### src/verilog/sltc_pkg.sv
// constants, types and register map of the serial link transmit control block
package sltc_pkg;

   localparam int          ADDR_W              = 12;
   localparam int          DATA_W              = 8;
   localparam int          MODE_W              = 6;
   localparam int          KEFF_W              = 12;

   localparam logic [11:0] OFFS_TS_LSB_CTRL    = 12'h160;
   localparam logic [11:0] OFFS_LINK_ENABLE    = 12'h200;
   localparam logic [11:0] OFFS_OUTPUT_MODE    = 12'h201;
   localparam logic [11:0] OFFS_FRAMES_PER_MF  = 12'h202;
   localparam logic [11:0] OFFS_SW_SYNC        = 12'h203;
   localparam logic [11:0] OFFS_SYNC_CTRL      = 12'h2f0;

   localparam int          BIT_TS_LSB_EN       = 0;
   localparam int          BIT_LINK_EN         = 0;
   localparam int          BIT_SW_SYNC_N       = 0;
   localparam int          BIT_SYNC_SEL_LO     = 0;
   localparam int          BIT_TS_RECV_EN      = 2;

   localparam logic        RST_TS_LSB_EN       = 1'b0;
   localparam logic        RST_LINK_EN         = 1'b1;
   localparam logic [5:0]  RST_OUTPUT_MODE     = 6'h00;
   localparam logic [7:0]  RST_FRAMES_MINUS1   = 8'h1f;
   localparam logic        RST_SW_SYNC_N       = 1'b1;
   localparam logic        RST_TS_RECV_EN      = 1'b0;
   localparam logic [7:0]  RST_READ_DATA       = 8'h00;

   localparam logic [1:0]  ILA_CS_VALUE        = 2'h0;
   localparam int          SYNC_STAGES         = 2;
   localparam int          TS_DELAY_CYCLES     = 4;
   localparam logic [8:0]  EMB_FRAMES_SCALE    = 9'h100;

   typedef enum logic [1:0] {
      SYNC_SRC_DEDICATED = 2'h0,
      SYNC_SRC_TIMESTAMP = 2'h1,
      SYNC_SRC_SOFTWARE  = 2'h2,
      SYNC_SRC_RESERVED  = 2'h3
   } sltc_sync_sel_e;

   typedef struct packed {
      logic link_reset_b;
      logic serializer_power_down;
      logic link_clock_enable;
      logic multiframe_counter_reset;
   } sltc_link_ctrl_s;

   typedef struct packed {
      logic [11:0] addr;
      logic [7:0]  wdata;
      logic        write;
      logic        read;
   } sltc_reg_req_s;

endpackage

### src/verilog/sltc_sync2.sv
// two-flop synchroniser for pin levels
`timescale 1ns/1ps
module sltc_sync2 #(
   parameter int WIDTH = 1
) (
   input  wire logic             sys_clk_in,
   input  wire logic             rst_b_in,
   input  wire logic [WIDTH-1:0] rst_value_in,
   input  wire logic [WIDTH-1:0] async_in,
   output logic      [WIDTH-1:0] sync_out
);
   logic [WIDTH-1:0] meta_reg;
   logic [WIDTH-1:0] sync_reg;

   initial begin
      if (WIDTH < 1) $error("sltc_sync2: WIDTH must be at least 1");
   end

   // only the second stage is read outside
   always_ff @(posedge sys_clk_in) begin
      if (!rst_b_in) begin
         meta_reg <= rst_value_in;
         sync_reg <= rst_value_in;
      end else begin
         meta_reg <= async_in;
         sync_reg <= meta_reg;
      end
   end

   assign sync_out = sync_reg;
endmodule

### src/verilog/sltc_delay_line.sv
// fixed delay line, registered output
`timescale 1ns/1ps
module sltc_delay_line #(
   parameter int WIDTH = 1,
   parameter int DEPTH = 4
) (
   input  wire logic             sys_clk_in,
   input  wire logic             rst_b_in,
   input  wire logic [WIDTH-1:0] data_in,
   output logic      [WIDTH-1:0] data_out
);
   logic [WIDTH-1:0] stage_reg  [DEPTH];
   logic [WIDTH-1:0] stage_next [DEPTH];

   initial begin
      if (WIDTH < 1 || DEPTH < 1) $error("sltc_delay_line: WIDTH and DEPTH must be >= 1");
   end

   always_comb begin
      stage_next[0] = data_in;
      for (int i = 1; i < DEPTH; i++) begin
         stage_next[i] = stage_reg[i-1];
      end
   end

   always_ff @(posedge sys_clk_in) begin
      for (int i = 0; i < DEPTH; i++) begin
         if (!rst_b_in) begin
            stage_reg[i] <= '0;
         end else begin
            stage_reg[i] <= stage_next[i];
         end
      end
   end

   assign data_out = stage_reg[DEPTH-1];
endmodule

### src/verilog/sltc_regs.sv
// serial link transmit control registers with sample timestamp and sync request
//
// Local design decision: the strobed register port.
`timescale 1ns/1ps
module sltc_regs
   import sltc_pkg::*;
#(
   parameter int CONV_W   = 12,
   parameter int LINK_W   = 16,
   parameter int TS_DELAY = TS_DELAY_CYCLES
) (
   input  wire logic                 sys_clk_in,
   input  wire logic                 rst_b_in,
   // register port
   input  wire logic [ADDR_W-1:0]    reg_addr_in,
   input  wire logic [DATA_W-1:0]    reg_wdata_in,
   input  wire logic                 reg_write_in,
   input  wire logic                 reg_read_in,
   output logic      [DATA_W-1:0]    reg_rdata_out,
   // from calibration and mode table logic, same clock
   input  wire logic                 calibration_enable_in,
   input  wire logic                 mode_is_64b66b_in,
   input  wire logic [3:0]           mode_e_in,
   input  wire logic [4:0]           mode_f_in,
   // pins
   input  wire logic                 dedicated_sync_input_n_in,
   input  wire logic                 timestamp_input_pins_in,
   input  wire logic                 sysref_in,
   // converter samples, same clock
   input  wire logic                 sample_valid_in,
   input  wire logic [CONV_W-1:0]    sample_data_in,
   // link side
   output logic                      link_sample_valid_out,
   output logic      [LINK_W-1:0]    link_sample_data_out,
   output logic                      serial_link_enable_out,
   output sltc_link_ctrl_s           link_ctrl_out,
   output logic                      sysref_align_out,
   output logic      [MODE_W-1:0]    output_mode_select_out,
   output logic      [KEFF_W-1:0]    frames_per_multiframe_out,
   output logic      [1:0]           ila_control_bits_out,
   output logic                      sync_request_out
);

   ////////////////////////////////////////////////////////////////////////////
   // parameter checks and helpers

   initial begin
      if (CONV_W < 2 || LINK_W < CONV_W) $error("sltc_regs: need 2 <= CONV_W <= LINK_W");
      if (TS_DELAY < 1) $error("sltc_regs: TS_DELAY must be at least 1");
   end

   // effective frames per multiframe in 64b/66b modes
   function automatic logic [KEFF_W-1:0] emb_frames(input logic [3:0] e, input logic [4:0] f);
      logic [12:0] prod;
      prod = 13'(EMB_FRAMES_SCALE) * 13'(e);
      if (f == 5'h00) begin
         emb_frames = '0;
      end else begin
         emb_frames = KEFF_W'(prod / 13'(f));
      end
   endfunction

   function automatic logic addr_hit(input logic [ADDR_W-1:0] a, input logic [11:0] offs);
      addr_hit = (a == offs);
   endfunction

   ////////////////////////////////////////////////////////////////////////////
   // register file

   logic                 ts_lsb_en_reg;
   logic                 ts_lsb_en_next;
   logic                 link_en_reg;
   logic                 link_en_next;
   logic [MODE_W-1:0]    mode_reg;
   logic [MODE_W-1:0]    mode_next;
   logic [7:0]           frames_m1_reg;
   logic [7:0]           frames_m1_next;
   logic                 sw_sync_n_reg;
   logic                 sw_sync_n_next;
   sltc_sync_sel_e       sync_sel_reg;
   sltc_sync_sel_e       sync_sel_next;
   logic                 ts_recv_en_reg;
   logic                 ts_recv_en_next;
   logic [DATA_W-1:0]    rdata_reg;
   logic [DATA_W-1:0]    rdata_next;
   sltc_reg_req_s        req;

   assign req = '{addr: reg_addr_in, wdata: reg_wdata_in, write: reg_write_in,
                  read: reg_read_in};

   // reserved bits are dropped on write, so they always read back zero
   always_comb begin
      ts_lsb_en_next  = ts_lsb_en_reg;
      link_en_next    = link_en_reg;
      mode_next       = mode_reg;
      frames_m1_next  = frames_m1_reg;
      sw_sync_n_next  = sw_sync_n_reg;
      sync_sel_next   = sync_sel_reg;
      ts_recv_en_next = ts_recv_en_reg;
      if (req.write) begin
         if (addr_hit(req.addr, OFFS_TS_LSB_CTRL)) begin
            ts_lsb_en_next = req.wdata[BIT_TS_LSB_EN];
         end
         if (addr_hit(req.addr, OFFS_LINK_ENABLE)) begin
            link_en_next = req.wdata[BIT_LINK_EN];
         end
         if (addr_hit(req.addr, OFFS_OUTPUT_MODE)) begin
            mode_next = req.wdata[MODE_W-1:0];
         end
         if (addr_hit(req.addr, OFFS_FRAMES_PER_MF)) begin
            frames_m1_next = req.wdata;
         end
         if (addr_hit(req.addr, OFFS_SW_SYNC)) begin
            sw_sync_n_next = req.wdata[BIT_SW_SYNC_N];
         end
         if (addr_hit(req.addr, OFFS_SYNC_CTRL)) begin
            sync_sel_next   = sltc_sync_sel_e'(req.wdata[BIT_SYNC_SEL_LO +: 2]);
            ts_recv_en_next = req.wdata[BIT_TS_RECV_EN];
         end
      end
   end

   // read data stand in the cycle after the strobe only
   always_comb begin
      rdata_next = RST_READ_DATA;
      if (req.read) begin
         if (addr_hit(req.addr, OFFS_TS_LSB_CTRL)) begin
            rdata_next = {7'h00, ts_lsb_en_reg};
         end else if (addr_hit(req.addr, OFFS_LINK_ENABLE)) begin
            rdata_next = {7'h00, link_en_reg};
         end else if (addr_hit(req.addr, OFFS_OUTPUT_MODE)) begin
            rdata_next = {2'h0, mode_reg};
         end else if (addr_hit(req.addr, OFFS_FRAMES_PER_MF)) begin
            rdata_next = frames_m1_reg;
         end else if (addr_hit(req.addr, OFFS_SW_SYNC)) begin
            rdata_next = {7'h00, sw_sync_n_reg};
         end else if (addr_hit(req.addr, OFFS_SYNC_CTRL)) begin
            rdata_next = {5'h00, ts_recv_en_reg, sync_sel_reg};
         end
      end
   end

   always_ff @(posedge sys_clk_in) begin
      if (!rst_b_in) begin
         ts_lsb_en_reg  <= RST_TS_LSB_EN;
         link_en_reg    <= RST_LINK_EN;
         mode_reg       <= RST_OUTPUT_MODE;
         frames_m1_reg  <= RST_FRAMES_MINUS1;
         sw_sync_n_reg  <= RST_SW_SYNC_N;
         sync_sel_reg   <= SYNC_SRC_DEDICATED;
         ts_recv_en_reg <= RST_TS_RECV_EN;
         rdata_reg      <= RST_READ_DATA;
      end else begin
         ts_lsb_en_reg  <= ts_lsb_en_next;
         link_en_reg    <= link_en_next;
         mode_reg       <= mode_next;
         frames_m1_reg  <= frames_m1_next;
         sw_sync_n_reg  <= sw_sync_n_next;
         sync_sel_reg   <= sync_sel_next;
         ts_recv_en_reg <= ts_recv_en_next;
         rdata_reg      <= rdata_next;
      end
   end

   assign reg_rdata_out = rdata_reg;

   ////////////////////////////////////////////////////////////////////////////
   // pin synchronisers

   logic [2:0] pins_sync;

   sltc_sync2 #(
      .WIDTH (3)
   ) u_pin_sync (
      .sys_clk_in   (sys_clk_in),
      .rst_b_in     (rst_b_in),
      // sysref idles low, both sync pins idle high (no request)
      .rst_value_in (3'h3),
      .async_in     ({sysref_in, timestamp_input_pins_in, dedicated_sync_input_n_in}),
      .sync_out     (pins_sync)
   );

   ////////////////////////////////////////////////////////////////////////////
   // link enable side effects

   // disabled link: reset, power down, gate clocks, hold multiframe counter in reset
   always_comb begin
      link_ctrl_out.link_reset_b             = link_en_reg;
      link_ctrl_out.serializer_power_down    = ~link_en_reg;
      link_ctrl_out.link_clock_enable        = link_en_reg;
      link_ctrl_out.multiframe_counter_reset = ~link_en_reg;
   end

   assign serial_link_enable_out = link_en_reg;
   // sysref cannot realign a counter that is held in reset
   assign sysref_align_out       = pins_sync[2] & link_en_reg;
   assign output_mode_select_out = mode_reg;

   ////////////////////////////////////////////////////////////////////////////
   // frames per multiframe

   logic [KEFF_W-1:0] kframes_reg;
   logic [KEFF_W-1:0] kframes_next;

   // the divider is registered to keep it off the mode change timing path
   always_comb begin
      if (mode_is_64b66b_in) begin
         kframes_next = emb_frames(mode_e_in, mode_f_in);
      end else begin
         kframes_next = KEFF_W'(frames_m1_reg) + KEFF_W'(1);
      end
   end

   always_ff @(posedge sys_clk_in) begin
      if (!rst_b_in) begin
         kframes_reg <= KEFF_W'(RST_FRAMES_MINUS1) + KEFF_W'(1);
      end else begin
         kframes_reg <= kframes_next;
      end
   end

   assign frames_per_multiframe_out = kframes_reg;

   ////////////////////////////////////////////////////////////////////////////
   // sync request

   logic sync_pin_low;

   // pin contributes only while selected; a stuck pin clears once any other select value is written
   always_comb begin
      unique case (sync_sel_reg)
         SYNC_SRC_DEDICATED: sync_pin_low = ~pins_sync[0];
         SYNC_SRC_TIMESTAMP: sync_pin_low = ~pins_sync[1];
         default:            sync_pin_low = 1'b0;
      endcase
   end

   assign sync_request_out = ~sw_sync_n_reg | sync_pin_low;

   ////////////////////////////////////////////////////////////////////////////
   // timestamp path and sample packing

   logic              ts_gated;
   logic              ts_delayed;
   logic              lvalid_reg;
   logic              lvalid_next;
   logic [LINK_W-1:0] ldata_reg;
   logic [LINK_W-1:0] ldata_next;

   // two sync stages plus the line give the sample path latency
   assign ts_gated = pins_sync[1] & ts_recv_en_reg;

   sltc_delay_line #(
      .WIDTH (1),
      .DEPTH (TS_DELAY)
   ) u_ts_delay (
      .sys_clk_in (sys_clk_in),
      .rst_b_in   (rst_b_in),
      .data_in    (ts_gated),
      .data_out   (ts_delayed)
   );

   // converter sample is left aligned; bit 0 belongs to the timestamp
   always_comb begin
      lvalid_next = sample_valid_in & link_en_reg;
      ldata_next  = LINK_W'(sample_data_in) << (LINK_W-CONV_W);
      if (ts_lsb_en_reg) begin
         ldata_next[0] = ts_delayed;
      end
      if (!link_en_reg) begin
         ldata_next = '0;
      end
   end

   always_ff @(posedge sys_clk_in) begin
      if (!rst_b_in) begin
         lvalid_reg <= 1'b0;
         ldata_reg  <= '0;
      end else begin
         lvalid_reg <= lvalid_next;
         ldata_reg  <= ldata_next;
      end
   end

   assign link_sample_valid_out = lvalid_reg;
   assign link_sample_data_out  = ldata_reg;
   assign ila_control_bits_out  = ILA_CS_VALUE;
endmodule

### config.mk
export PLATFORM = sky130hd
export DESIGN_NAME = sltc_regs
export DESIGN_NICKNAME = d
export VERILOG_FILES = /design/src/verilog/sltc_pkg.sv /design/src/verilog/sltc_sync2.sv /design/src/verilog/sltc_delay_line.sv /design/src/verilog/sltc_regs.sv
export SDC_FILE = /design/constraint.sdc
export NUM_CORES = 1
export LEC_CHECK = 0
export BUFFER_PORTS_ARGS = -buffer_cell sky130_fd_sc_hd__buf_2
export CAP_MARGIN = 40
export CORE_MARGIN = 2
export CORE_UTILIZATION = 45
export CTS_CLUSTER_SIZE = 12
export DETAILED_ROUTE_END_ITERATION = 8
export PLACE_DENSITY_LB_ADDON = 0.05
export SYNTH_ARGS = -nofsm -noshare
export SYNTH_HDL_FRONTEND = slang
export SYNTH_SLANG_ARGS = --single-unit
### constraint.sdc
create_clock -name sys_clk_in -period 25.1 [get_ports sys_clk_in]
set_input_delay 3.765 -clock sys_clk_in [delete_from_list [all_inputs] [get_ports sys_clk_in]]
set_output_delay 3.765 -clock sys_clk_in [all_outputs]
set_load 0.05 [all_outputs]
Word-level counts from Yosys, hierarchy flattened. Memories as Yosys holds them, arrays and structs flattened. A register that Yosys moved wholly into a read port is not among the register bits. Index checks and enable logic that the tools add are counted.

Register bits: 62. Bits in writable memories: 4. Output and inout port bits: 52. Logic and storage cells: 69. Memories: 1.

Memories: u_ts_delay.stage_reg (depth 4, width 1, rd ports 4, clocked after memory_dff 1, wr ports 4, line sltc_delay_line.sv:12) `logic [WIDTH-1:0] stage_reg [DEPTH];`.

Add/subtract/negate cells: 1. Div/mod/pow operators: 1. Equality and inequality tests: 7. Multiplexer cells: 15. Bitwise logic cells: 14. Reduce and logical (&&, ||, !) cells: 14.

Operator list (number): $eq A12 B10 Y1 const B (5); $mux W12 (2); $reduce_and A2 Y1 (8); $div A12 B5 Y13 (1); $eq A12 B9 Y1 const B (1); $add A8 B1 Y9 const B (1); $mux W1 (8); $mux W8 (1); $mux W3 (2); $mux W6 (1); $not A1 Y1 (6); $logic_not A5 Y1 (1); $or A1 B1 Y1 (5); $reduce_or A5 Y1 (1); $reduce_or A4 Y1 (1); $and A1 B1 Y1 (3); $reduce_and A3 Y1 (1); $eq A2 B1 Y1 const B (1); $logic_not A2 Y1 (1); $pmux W1 S2 (1); $logic_not A1 Y1 (1).

Logic depth before layout (Yosys ltp). Gate-level depths: netlist of the first run.

Depth after elaboration: 7. Depth in mapped cells: 102. Mapped depth without buffers: 95.

Hierarchy. Synthesis of the first run repeated with hierarchy kept, for this count alone.

Cell total of the unflattened synthesis: 746. Area, all modules: 5950.7 um^2.

Modules (own cells, without submodules): sltc_regs (times used 1, cells each 725, area each 5624.1 um^2); sltc_sync2 (times used 1, cells each 13, area each 221.5 um^2); sltc_delay_line (times used 1, cells each 8, area each 105.1 um^2).

Least setup slack after synthesis of the first run. OpenSTA, ideal clock, no wires.

Kind: input-to-reg. Start: in mode_f_in[0]. End: reg kframes_reg[0], in the netlist frames_per_multiframe_out[0]. Setup time: 0.137 ns. Data arrival time: 22.789 ns. Required time: 24.963 ns. Slack: 2.173 ns. Stages on the path: 98. Path through: inv_1 -> buf_1 -> ha_1 -> a21oi_1 -> nor3_1 -> o22a_1 -> ha_1 -> o211ai_1 -> a21oi_1 -> a32o_1 -> ha_1 -> o21ai_0 -> a2111oi_2 -> mux2_2 -> ha_1 -> or3_1 -> o221ai_1 -> nand2b_1 -> (+62 left out) -> o21ai_0 -> nand2_1 -> a21o_1 -> a21o_1 -> or2_1 -> or4b_1 -> buf_2 -> and2_1 -> ha_1 -> o21a_1 -> o21a_1 -> o21ai_0 -> nand2b_1 -> a21oi_1 -> o21a_1 -> o2111ai_1 -> a221oi_2 -> o221ai_1.

Word-level cells in the longest chain between the ends: 3. Elaborated cells on any way between the ends: 4. Classes of those cells: 1 x div; 2 x mux; 1 x reduce/logical.

Ends and longest elaborated chain: start, declared (line sltc_regs.sv:24) `input wire logic [4:0] mode_f_in,`; $div A12 B5 Y13 / $logic_not A5 Y1 (equally long branches) (line sltc_regs.sv:59, sltc_regs.sv:56); $mux W12 (*) (line sltc_regs.sv:56) `if (f == 5'h00) begin`; $mux W12 (*) (line sltc_regs.sv:207) `if (mode_is_64b66b_in) begin`; end signal, assigned (line sltc_regs.sv:216) `kframes_reg <= KEFF_W'(RST_FRAMES_MINUS1) + KEFF_W'(1);`; end signal, assigned (line sltc_regs.sv:218) `kframes_reg <= kframes_next;`; end, declared (line sltc_regs.sv:202) `logic [KEFF_W-1:0] kframes_reg;`.

Every way passes the cells marked *; elsewhere a longest branch is shown, timed or not. A chain may end at the register's enable or synchronous reset.

Worst setup path after layout of the first run. Same ends and word-level chain as after synthesis.

==> metrics.csv, run 1 <==
stage;metric;value;unit
cells_and_area;Synth-to-Final Area Change;18.9;%
detailed_routing;WL/cell;15.6;um
placement;RD Place Congestion;0.868;
detailed_routing;DRC Markers;0;
critical_path;worst flop-to-flop path endpoint;frames_per_multiframe_out[5]$_SDFF_PN1_;
worst_hold_path;Hold Path Cell Cnt;1;
logic_synthesis;Distinct cells, synth;80;
placement;DP Wirelength;12300;um
logic_synthesis;Post-synth ARST share;0;%
worst_hold_path;HP Start;u_pin_sync.meta_reg[0]$_SDFF_PN1_;
cells_and_area;layout cell share with drive strength beyond 1;21.5;%
global_route;largest net degree at the start of global routing;49;
detailed_routing;Iteration-0 DRC Markers;337;
sta;Slew Viols, Final;0;
logic_synthesis;ys flop type;dfxtp_1;
sta;Final Critical Period;23.43;ns
cells_and_area;utilization after layout;54.5;%
critical_path;R2R cell count;4;
detailed_routing;total routed wirelength;15700;um
critical_path;FF-to-FF Start;frames_m1_reg[2]$_SDFFE_PN1P_;
critical_path;CP Capture Type;flip-flop;
worst_hold_path;Worst Hold End;u_pin_sync.sync_out[0]$_SDFF_PN1_;
logic_synthesis;Post-synth EDFFs;0;
critical_path;critical path peak fanout;20;
job;Max-Cap Viols;0;
critical_path;CP Data Arrival Time;23.61;ns
detailed_routing;drt pass-1 iters;5;
sta;endpoints failing hold;0;
cells_and_area;register area;0.00128;sq mm
sta;Fmax achieved;42.7;MHz
outcome;status;finished clean;
critical_path;startpoint types;primary input;
logic_synthesis;synthesized area;0.00576;sq mm
cells_and_area;Largest register FFs;13;
critical_path;Setup Crit Path Kind;in2reg;
cells_and_area;diode count;0;
clock_tree;Reg clk slew, reported paths;0.05;ns
die;# IOs;103;
placement;Cells after DPL;989;
logic_synthesis;Synth Register Bits;64;
global_route;first-pass GRT wire length;26300;um
detailed_routing;final antenna-violating net count;0;
global_route;vias in the first global route;5543;
die;die height;117;um
logic_synthesis;Syn. warnings;0;
cells_and_area;Filler cells;1232;
sta;Final Worst Setup Slack;1.67;ns
logic_synthesis;Synth Instances;731;
critical_path;CP most frequent cell;ha_1;
die;core area;0.0126;sq mm
critical_path;R2R Setup Slk;23.86;ns
clock_tree;number of CTS-inserted buffers;9;
die;row cnt;41;
critical_path;Worst path slowest cell;or4_4;
critical_path;WP data required;25.28;ns
clock_tree;buffer depth of the longest clock path;2;
clock_tree;H-tree Lvls;3;
cells_and_area;multi-input logic area;0.00428;sq mm
sta;setup violators final;0;
die;Die X;117;um
detailed_routing;DR vias/cell;5.65;
clock_tree;clock latency on the worst-skew pair;0.32;ns
sta;period utilisation layout;93.3;%
clock_tree;cts hold-fix bufs;0;
clock_tree;clock sink total;64;
global_route;initial antenna violation count;0;
global_route;total track usage;23.9;%
die;Die ar.;0.0137;sq mm
logic_synthesis;sequential element share of the synthesized area;22.2;%
cells_and_area;Non-Filler Instances;1004;
detailed_routing;via count;5676;
clock_tree;TritonCTS clock tree;yes;
die;Initial Util;45.9;%
sta;Slew @ Worst Pin;0.819;ns
cells_and_area;fin nets;930;
worst_hold_path;type of the tightest min-delay check;reg2reg;
placement;input/output buffers;96;
global_route;grt ovf;0;
sta;Slew headroom;45.3;%
sta;Final Skew;0.00668;ns
placement;pre-CTS setup slack;0.779;ns
sta;worst hold slack;0.401;ns
clock_tree;Root Driver;clkbuf_16;
logic_synthesis;syn avg cell area;7.88;sq um
critical_path;CP peak stage delay;0.62;ns
-- area by class of cell --
| class | count | share of cell area [%] |
|---|---|---|
| Clock buffer | 12 | 3.74 |
| Clock inverter | 3 | 0.950 |
| Inverter | 23 | 1.26 |
| Multi-Input combinational cell | 610 | 62.5 |
| Sequential cell | 64 | 18.7 |
| Tap cell | 172 | 3.14 |
| Timing Repair Buffer | 120 | 9.68 |
-- synth_stat cells (3+ instances only) --
cell type	instances	share of area (%)
a211oi_1	4	0.52
a21boi_0	14	1.8
a21o_1	20	2.6
a21oi_1	40	3.5
a222oi_1	3	0.52
a22oi_1	4	0.52
a31oi_1	5	0.54
and2_1	14	1.5
and3_1	22	2.4
and4_1	4	0.61
and4b_1	3	0.52
buf_2	6	0.52
buf_4	8	1.0
clkbuf_1	23	1.5
dfxtp_1	64	22
ha_1	50	11
inv_1	23	1.5
mux2_2	15	2.9
mux2i_1	11	1.9
nand2_1	58	3.8
nand2b_1	19	2.1
nand3_1	23	2.0
nand4_1	5	0.54
nor2_1	62	4.0
nor2b_1	9	0.98
nor3_1	21	1.8
nor4_1	4	0.43
o211ai_1	10	1.3
o21a_1	16	2.1
o21ai_0	39	3.4
o21bai_1	5	0.65
o221ai_1	6	0.91
o22ai_1	7	0.76
o31a_1	4	0.61
o31ai_1	3	0.39
o32a_1	3	0.52
or2_2	7	0.76
or3_1	6	0.65
or4_1	5	0.65
xnor2_1	15	2.3
xor2_1	20	3.0
-- worst max-delay path, delay by kind of cell --
family | cells | cell delay, ns
muxes | 5 | 1.26
and+or+nand+nor | 28 | 5.62
AOI/OAI and AO/OA | 43 | 8.09
buffers and inverters | 8 | 1.32
adders and majority gates | 12 | 3.56
-- placed cells by master, fill, tap and decap left out, drive strengths merged, types with 10 or more instances in the layout --
cell type and count:
a21boi 14, a21o 20, a21oi 42, and2 15, and3 22, buf 119
clkbuf 13, dfxtp 64, ha 50, inv 23, mux2 18, mux2i 11
nand2 58, nand2b 19, nand3 23, nor2 62, nor3 21, o211ai 10
o21a 16, o21ai 40, xnor2 15, xor2 20
-- worst max-delay path by stage --
stage	start	end	slack, ns	depth (start not counted)
after floorplan	mode_f_in[0]	frames_per_multiframe_out[0]$_SDFF_PN0_	2.17	98
after global placement	mode_f_in[0]	frames_per_multiframe_out[0]$_SDFF_PN0_	1.23	94
after detailed placement	mode_f_in[0]	frames_per_multiframe_out[0]$_SDFF_PN0_	0.78	94
after CTS	mode_f_in[0]	frames_per_multiframe_out[0]$_SDFF_PN0_	1.00	95
after global routing	mode_f_in[0]	frames_per_multiframe_out[0]$_SDFF_PN0_	-0.03	96
final	mode_f_in[0]	frames_per_multiframe_out[0]$_SDFF_PN0_	1.67	96
-- stage by stage --
step,TNS [ns],area [sq um]
global placement,0,6470
global route,-0.0264,6850
detailed placement,0,6470
CTS,0,6800
finish,0,6850
floorplan,0,5780
-- metal layers --
metal	routed length, um	global-route usage (%)	vias to the layer above	part of all wire (%)
met1	7020	30.2	2613	45
met2	7680	41.3	154	49
met5	0	0	-	0
met3	714	3.76	21	4.6
li1	-	-	2888	-
met4	267	8.31	0	1.7
-- logic make-up after synthesis --
family          count (synthesis)  share of synthesized area, %
other cells                     1                        0.0651
buf+inv                        62                          4.69
flops                          64                          22.2
compound gates                217                          26.6
fa+ha+maj                      51                          11.2
simple gates                  272                          24.4
mux                            29                          5.56
xor+xnor                       35                          5.32
-- what timing repair did --
item                                    in CTS  in global routing
endpoints found under the setup margin       0                  1
setup buffers                                0                  0
endpoints found under the hold margin        0                  0
resized for setup                            0                 11
Power of run 1 is not shown: default switching activity piles up to over one toggle a cycle in this logic, so the estimate is an artifact.
==> inputs of run 2 (changes only) <==
--- a/config.mk
+++ b/config.mk
@@ -7,6 +7,7 @@
 export LEC_CHECK = 0
 export BUFFER_PORTS_ARGS = -buffer_cell sky130_fd_sc_hd__buf_2
 export CAP_MARGIN = 40
+export CORE_ASPECT_RATIO = 1.25
 export CORE_MARGIN = 2
 export CORE_UTILIZATION = 45
 export CTS_CLUSTER_SIZE = 12
==> metrics.csv, run 2 (synthesis results as in run 1) <==
stage;metric;value;unit
outcome;status;finished clean;
critical_path;worst flop-to-flop path endpoint;frames_per_multiframe_out[5]$_SDFF_PN1_;
sta;Final Critical Period;23.57;ns
critical_path;R2R Setup Slk;23.85;ns
sta;Slew headroom;44.7;%
cells_and_area;most common cell after layout, fill and taps aside;buf_2;
die;die height;131;um
critical_path;Setup Crit Path Kind;in2reg;
sta;setup TNS;0;ns
critical_path;FF-to-FF Start;frames_m1_reg[2]$_SDFFE_PN1P_;
critical_path;Critical Path Source;mode_f_in[0];
worst_hold_path;type of the tightest min-delay check;reg2reg;
clock_tree;TritonCTS clock tree;yes;
sta;endpoints failing hold;0;
critical_path;CP Capture Point;frames_per_multiframe_out[0]$_SDFF_PN0_;
detailed_routing;drt pass-1 iters;5;
global_route;largest net degree at the start of global routing;49;
global_route;initial antenna violation count;0;
placement;DP Wirelength;12600;um
detailed_routing;DRC Markers;0;
sta;setup violators final;0;
clock_tree;clock sink total;64;
clock_tree;number of CTS-inserted buffers;9;
cells_and_area;Largest register FFs;13;
sta;Final Skew;0.00606;ns
placement;RD Place Congestion;0.873;
die;row cnt;46;
detailed_routing;WL/cell;16.0;um
cells_and_area;Synth-to-Final Area Change;17.8;%
critical_path;WP data required;25.29;ns
die;Die ar.;0.0137;sq mm
sta;Slew Viols, Final;0;
cells_and_area;most frequent cells in the layout;buf_2 (96), dfxtp_1 (64), nor2_1 (61);
cells_and_area;diode count;0;
detailed_routing;final antenna-violating net count;0;
die;Die X;105;um
sta;period utilisation layout;93.9;%
clock_tree;post-CTS setup buffers;0;
detailed_routing;total routed wirelength;16100;um
critical_path;CP Data Arrival Time;23.76;ns
clock_tree;cts repair resizes;0;
critical_path;Worst path slowest cell;or4_1;
clock_tree;cts hold-fix bufs;0;
critical_path;CP peak stage delay;0.70;ns
critical_path;startpoint types;primary input;
clock_tree;buffer depth of the longest clock path;2;
sta;RSZ-0062 raised after global routing;false;
detailed_routing;DR vias/cell;5.74;
detailed_routing;via count;5762;
critical_path;CP most frequent cell;ha_1;
cells_and_area;fin nets;932;
global_route;grt ovf;0;
sta;Fmax achieved;42.4;MHz
die;# IOs;103;
clock_tree;H-tree Lvls;3;
sta;Slew @ Worst Pin;0.828;ns
die;core area;0.0126;sq mm
critical_path;CP Capture Type;flip-flop;
global_route;total track usage;23.2;%
detailed_routing;Iteration-0 DRC Markers;234;
critical_path;R2R cell count;4;
cells_and_area;layout cell share with drive strength beyond 1;21.3;%
placement;input/output buffers;96;
job;Max-Cap Viols;0;
clock_tree;clock latency on the worst-skew pair;0.33;ns
global_route;first-pass GRT wire length;26100;um
die;Initial Util;45.7;%
critical_path;critical path peak fanout;16;
clock_tree;Reg clk slew, reported paths;0.05;ns
global_route;vias in the first global route;5766;
clock_tree;Root Driver;clkbuf_16;
-- run 2: critical path, delay by kind of cell --
family,cells,cell delay [ns]
compound gates,42,7.86
fa+ha+maj,12,3.58
buf+inv,6,1.03
mux,6,1.61
simple gates,30,5.85
-- run 2: through the flow --
stage	worst slack [ns]	hold WS, ns	utilization (%)	std cells	area [sq um]
CTS	1.17	0.405	53.6	1003	6760
finish	1.53	0.404	53.9	1003	6790
detailed placement	0.984	0.393	51.4	987	6480
floorplan	2.17	0.386	-	736	5780
global route	0.0790	0.420	53.9	1003	6790
global placement	1.39	0.392	51.4	986	6480
-- run 2: final cells by class --
class	count	area, sq um
flip-flops and latches	64	1280
well taps	168	210
multi-input cells	610	4260
fillers	1201	5810
clock inverters	5	32.5
inverters	23	86.3
clock buffers	11	243
repair buffers	122	676
-- run 2: how the worst min path moves through the flow --
stage / end / slack (ns) / depth (start not counted) / startpoint
5_1_grt: u_pin_sync.sync_out[1]$_SDFF_PN1_ / 0.42 / 1 / u_pin_sync.meta_reg[1]$_SDFF_PN1_
2_1_floorplan: u_pin_sync.sync_out[0]$_SDFF_PN1_ / 0.39 / 1 / u_pin_sync.meta_reg[0]$_SDFF_PN1_
3_5_place_dp: u_pin_sync.sync_out[0]$_SDFF_PN1_ / 0.39 / 1 / u_pin_sync.meta_reg[0]$_SDFF_PN1_
4_1_cts: u_pin_sync.sync_out[0]$_SDFF_PN1_ / 0.41 / 1 / u_pin_sync.meta_reg[0]$_SDFF_PN1_
6_report: u_pin_sync.sync_out[0]$_SDFF_PN1_ / 0.40 / 1 / u_pin_sync.meta_reg[0]$_SDFF_PN1_
3_3_place_gp: u_pin_sync.sync_out[0]$_SDFF_PN1_ / 0.39 / 1 / u_pin_sync.meta_reg[0]$_SDFF_PN1_
-- run 2: routing by layer --
layer | GRT usage [%] | share of wire (%) | vias to the layer above
met5 | 0 | 0 | -
met4 | 10.1 | 2.6 | 0
met3 | 2.98 | 3.3 | 32
met2 | 45.6 | 53 | 131
met1 | 24.8 | 41 | 2706
li1 | - | - | 2893
Power of run 2 is left out for the same reason.
==> inputs of run 3 (changes only) <==
--- a/config.mk
+++ b/config.mk
@@ -12,6 +12,7 @@
 export CORE_UTILIZATION = 45
 export CTS_CLUSTER_SIZE = 12
 export DETAILED_ROUTE_END_ITERATION = 8
+export GPL_TIMING_DRIVEN = 0
 export PLACE_DENSITY_LB_ADDON = 0.05
 export SYNTH_ARGS = -nofsm -noshare
 export SYNTH_HDL_FRONTEND = slang
==> metrics.csv, run 3 (synthesis results as in run 1) <==
stage;metric;value;unit
cells_and_area;fin nets;960;
clock_tree;Reg clk slew, reported paths;0.05;ns
detailed_routing;DRC Markers;0;
critical_path;CP Data Arrival Time;24.07;ns
worst_hold_path;type of the tightest min-delay check;reg2reg;
clock_tree;cts hold-fix bufs;0;
placement;DP Wirelength;12900;um
global_route;largest net degree at the start of global routing;16;
clock_tree;clock latency on the worst-skew pair;0.33;ns
sta;endpoints failing hold;0;
detailed_routing;final antenna-violating net count;0;
detailed_routing;total routed wirelength;16400;um
sta;Slew @ Worst Pin;0.801;ns
global_route;total track usage;23.8;%
detailed_routing;drt pass-1 iters;4;
critical_path;CP most frequent cell;ha_1;
sta;setup violators final;0;
critical_path;Setup Crit Path Kind;in2reg;
detailed_routing;DR vias/cell;5.64;
sta;Final Critical Period;23.89;ns
cells_and_area;most common cell after layout, fill and taps aside;buf_2;
critical_path;critical path peak fanout;10;
sta;Final Skew;0.00393;ns
outcome;status;finished clean;
cells_and_area;diode count;0;
detailed_routing;WL/cell;15.9;um
die;# IOs;103;
global_route;first-pass GRT wire length;26800;um
critical_path;Top delay family on crit path;compound AO/OA/AOI/OAI gates;
sta;Fmax achieved;41.9;MHz
clock_tree;buffer depth of the longest clock path;2;
die;die height;131;um
die;Die X;105;um
clock_tree;H-tree Lvls;3;
critical_path;Worst path slowest cell;or4_1;
sta;Slew Viols, Final;0;
placement;input/output buffers;96;
clock_tree;TritonCTS clock tree;yes;
die;Die ar.;0.0137;sq mm
sta;period utilisation layout;95.2;%
critical_path;startpoint types;primary input;
job;Max-Cap Viols;0;
die;core area;0.0126;sq mm
critical_path;CP peak stage delay;0.51;ns
critical_path;WP buf/inv;11;
die;Initial Util;45.7;%
detailed_routing;via count;5814;
die;row cnt;46;
cells_and_area;Synth-to-Final Area Change;21.2;%
global_route;vias in the first global route;5789;
cells_and_area;layout cell share with drive strength beyond 1;22.9;%
cells_and_area;Largest register FFs;13;
placement;RD Place Congestion;0.878;
placement;Cells after DPL;1001;
clock_tree;Root Driver;clkbuf_16;
global_route;grt ovf;0;
critical_path;CP Capture Type;flip-flop;
critical_path;WP data required;25.28;ns
clock_tree;number of CTS-inserted buffers;9;
cells_and_area;Filler cells;1248;
global_route;initial antenna violation count;0;
cells_and_area;Non-Filler Instances;1031;
clock_tree;clock sink total;64;
detailed_routing;Iteration-0 DRC Markers;252;
cells_and_area;most frequent cells in the layout;buf_2 (103), dfxtp_1 (64), nor2_1 (58);
sta;Slew headroom;46.2;%
[run 3: changes by cell type in the layout (fill, tap and decap cells not counted), moves of 3 or more]
cell / delta
o21ai_0: -3
buf_4: -4
buf_2: +7
o21ai_1: +3
nor2_1: -3
clkbuf_1: +19
[run 3: repair_timing]
item,4_1_cts,5_1_grt
resized for setup,8,26
setup endpoints to repair,1,1
setup buffers,0,14
pin swaps,0,4
[run 3: metal layers]
metal,global-route usage [%],routed length (um),share of wire [%],up-vias
met5,0,0,0,-
li1,-,-,-,2941
met4,9.96,471,2.9,0
met3,3.17,525,3.2,37
met2,45.4,8630,53,126
met1,26.5,6810,41,2710
[run 3: path summary, 6_finish.rpt]
kind                                                   startpoint                                      end  slack [ns]  depth (start not counted)
worst max-delay path                                 mode_f_in[1]  frames_per_multiframe_out[0]$_SDFF_PN0_        1.21                        102
worst min-delay path            u_pin_sync.meta_reg[1]$_SDFF_PN1_        u_pin_sync.sync_out[1]$_SDFF_PN1_        0.41                          1
worst max register to register      frames_m1_reg[0]$_SDFFE_PN1P_  frames_per_multiframe_out[8]$_SDFF_PN0_       23.82                          3
worst min register to register  u_pin_sync.meta_reg[1]$_SDFF_PN1_        u_pin_sync.sync_out[1]$_SDFF_PN1_        0.41                          1
[run 3: cell type report]
class | instances | area, sq um | area share [%]
Buffer | 39 | 195 | 2.79
Clock buffer | 11 | 253 | 3.62
Clock inverter | 5 | 31.3 | 0.448
Inverter | 23 | 90.1 | 1.29
Multi-Input combinational cell | 610 | 4330 | 61.9
Sequential cell | 64 | 1280 | 18.3
Tap cell | 168 | 210 | 3.01
Timing Repair Buffer | 111 | 597 | 8.55
[run 3: metrics by stage]
stage	util, %	worst slack (ns)	cell area (sq um)	TNS (ns)	hold slack (ns)
2_1_floorplan	-	2.17	5780	0	0.386
3_3_place_gp	51.3	-1.06	6470	-1.06	0.388
3_5_place_dp	51.4	-1.54	6480	-1.54	0.395
4_1_cts	54.0	0.0102	6810	0	0.407
5_1_grt	55.4	-0.107	6980	-0.107	0.430
6_report	55.4	1.21	6980	0	0.406
Power of run 3 is left out for the same reason.
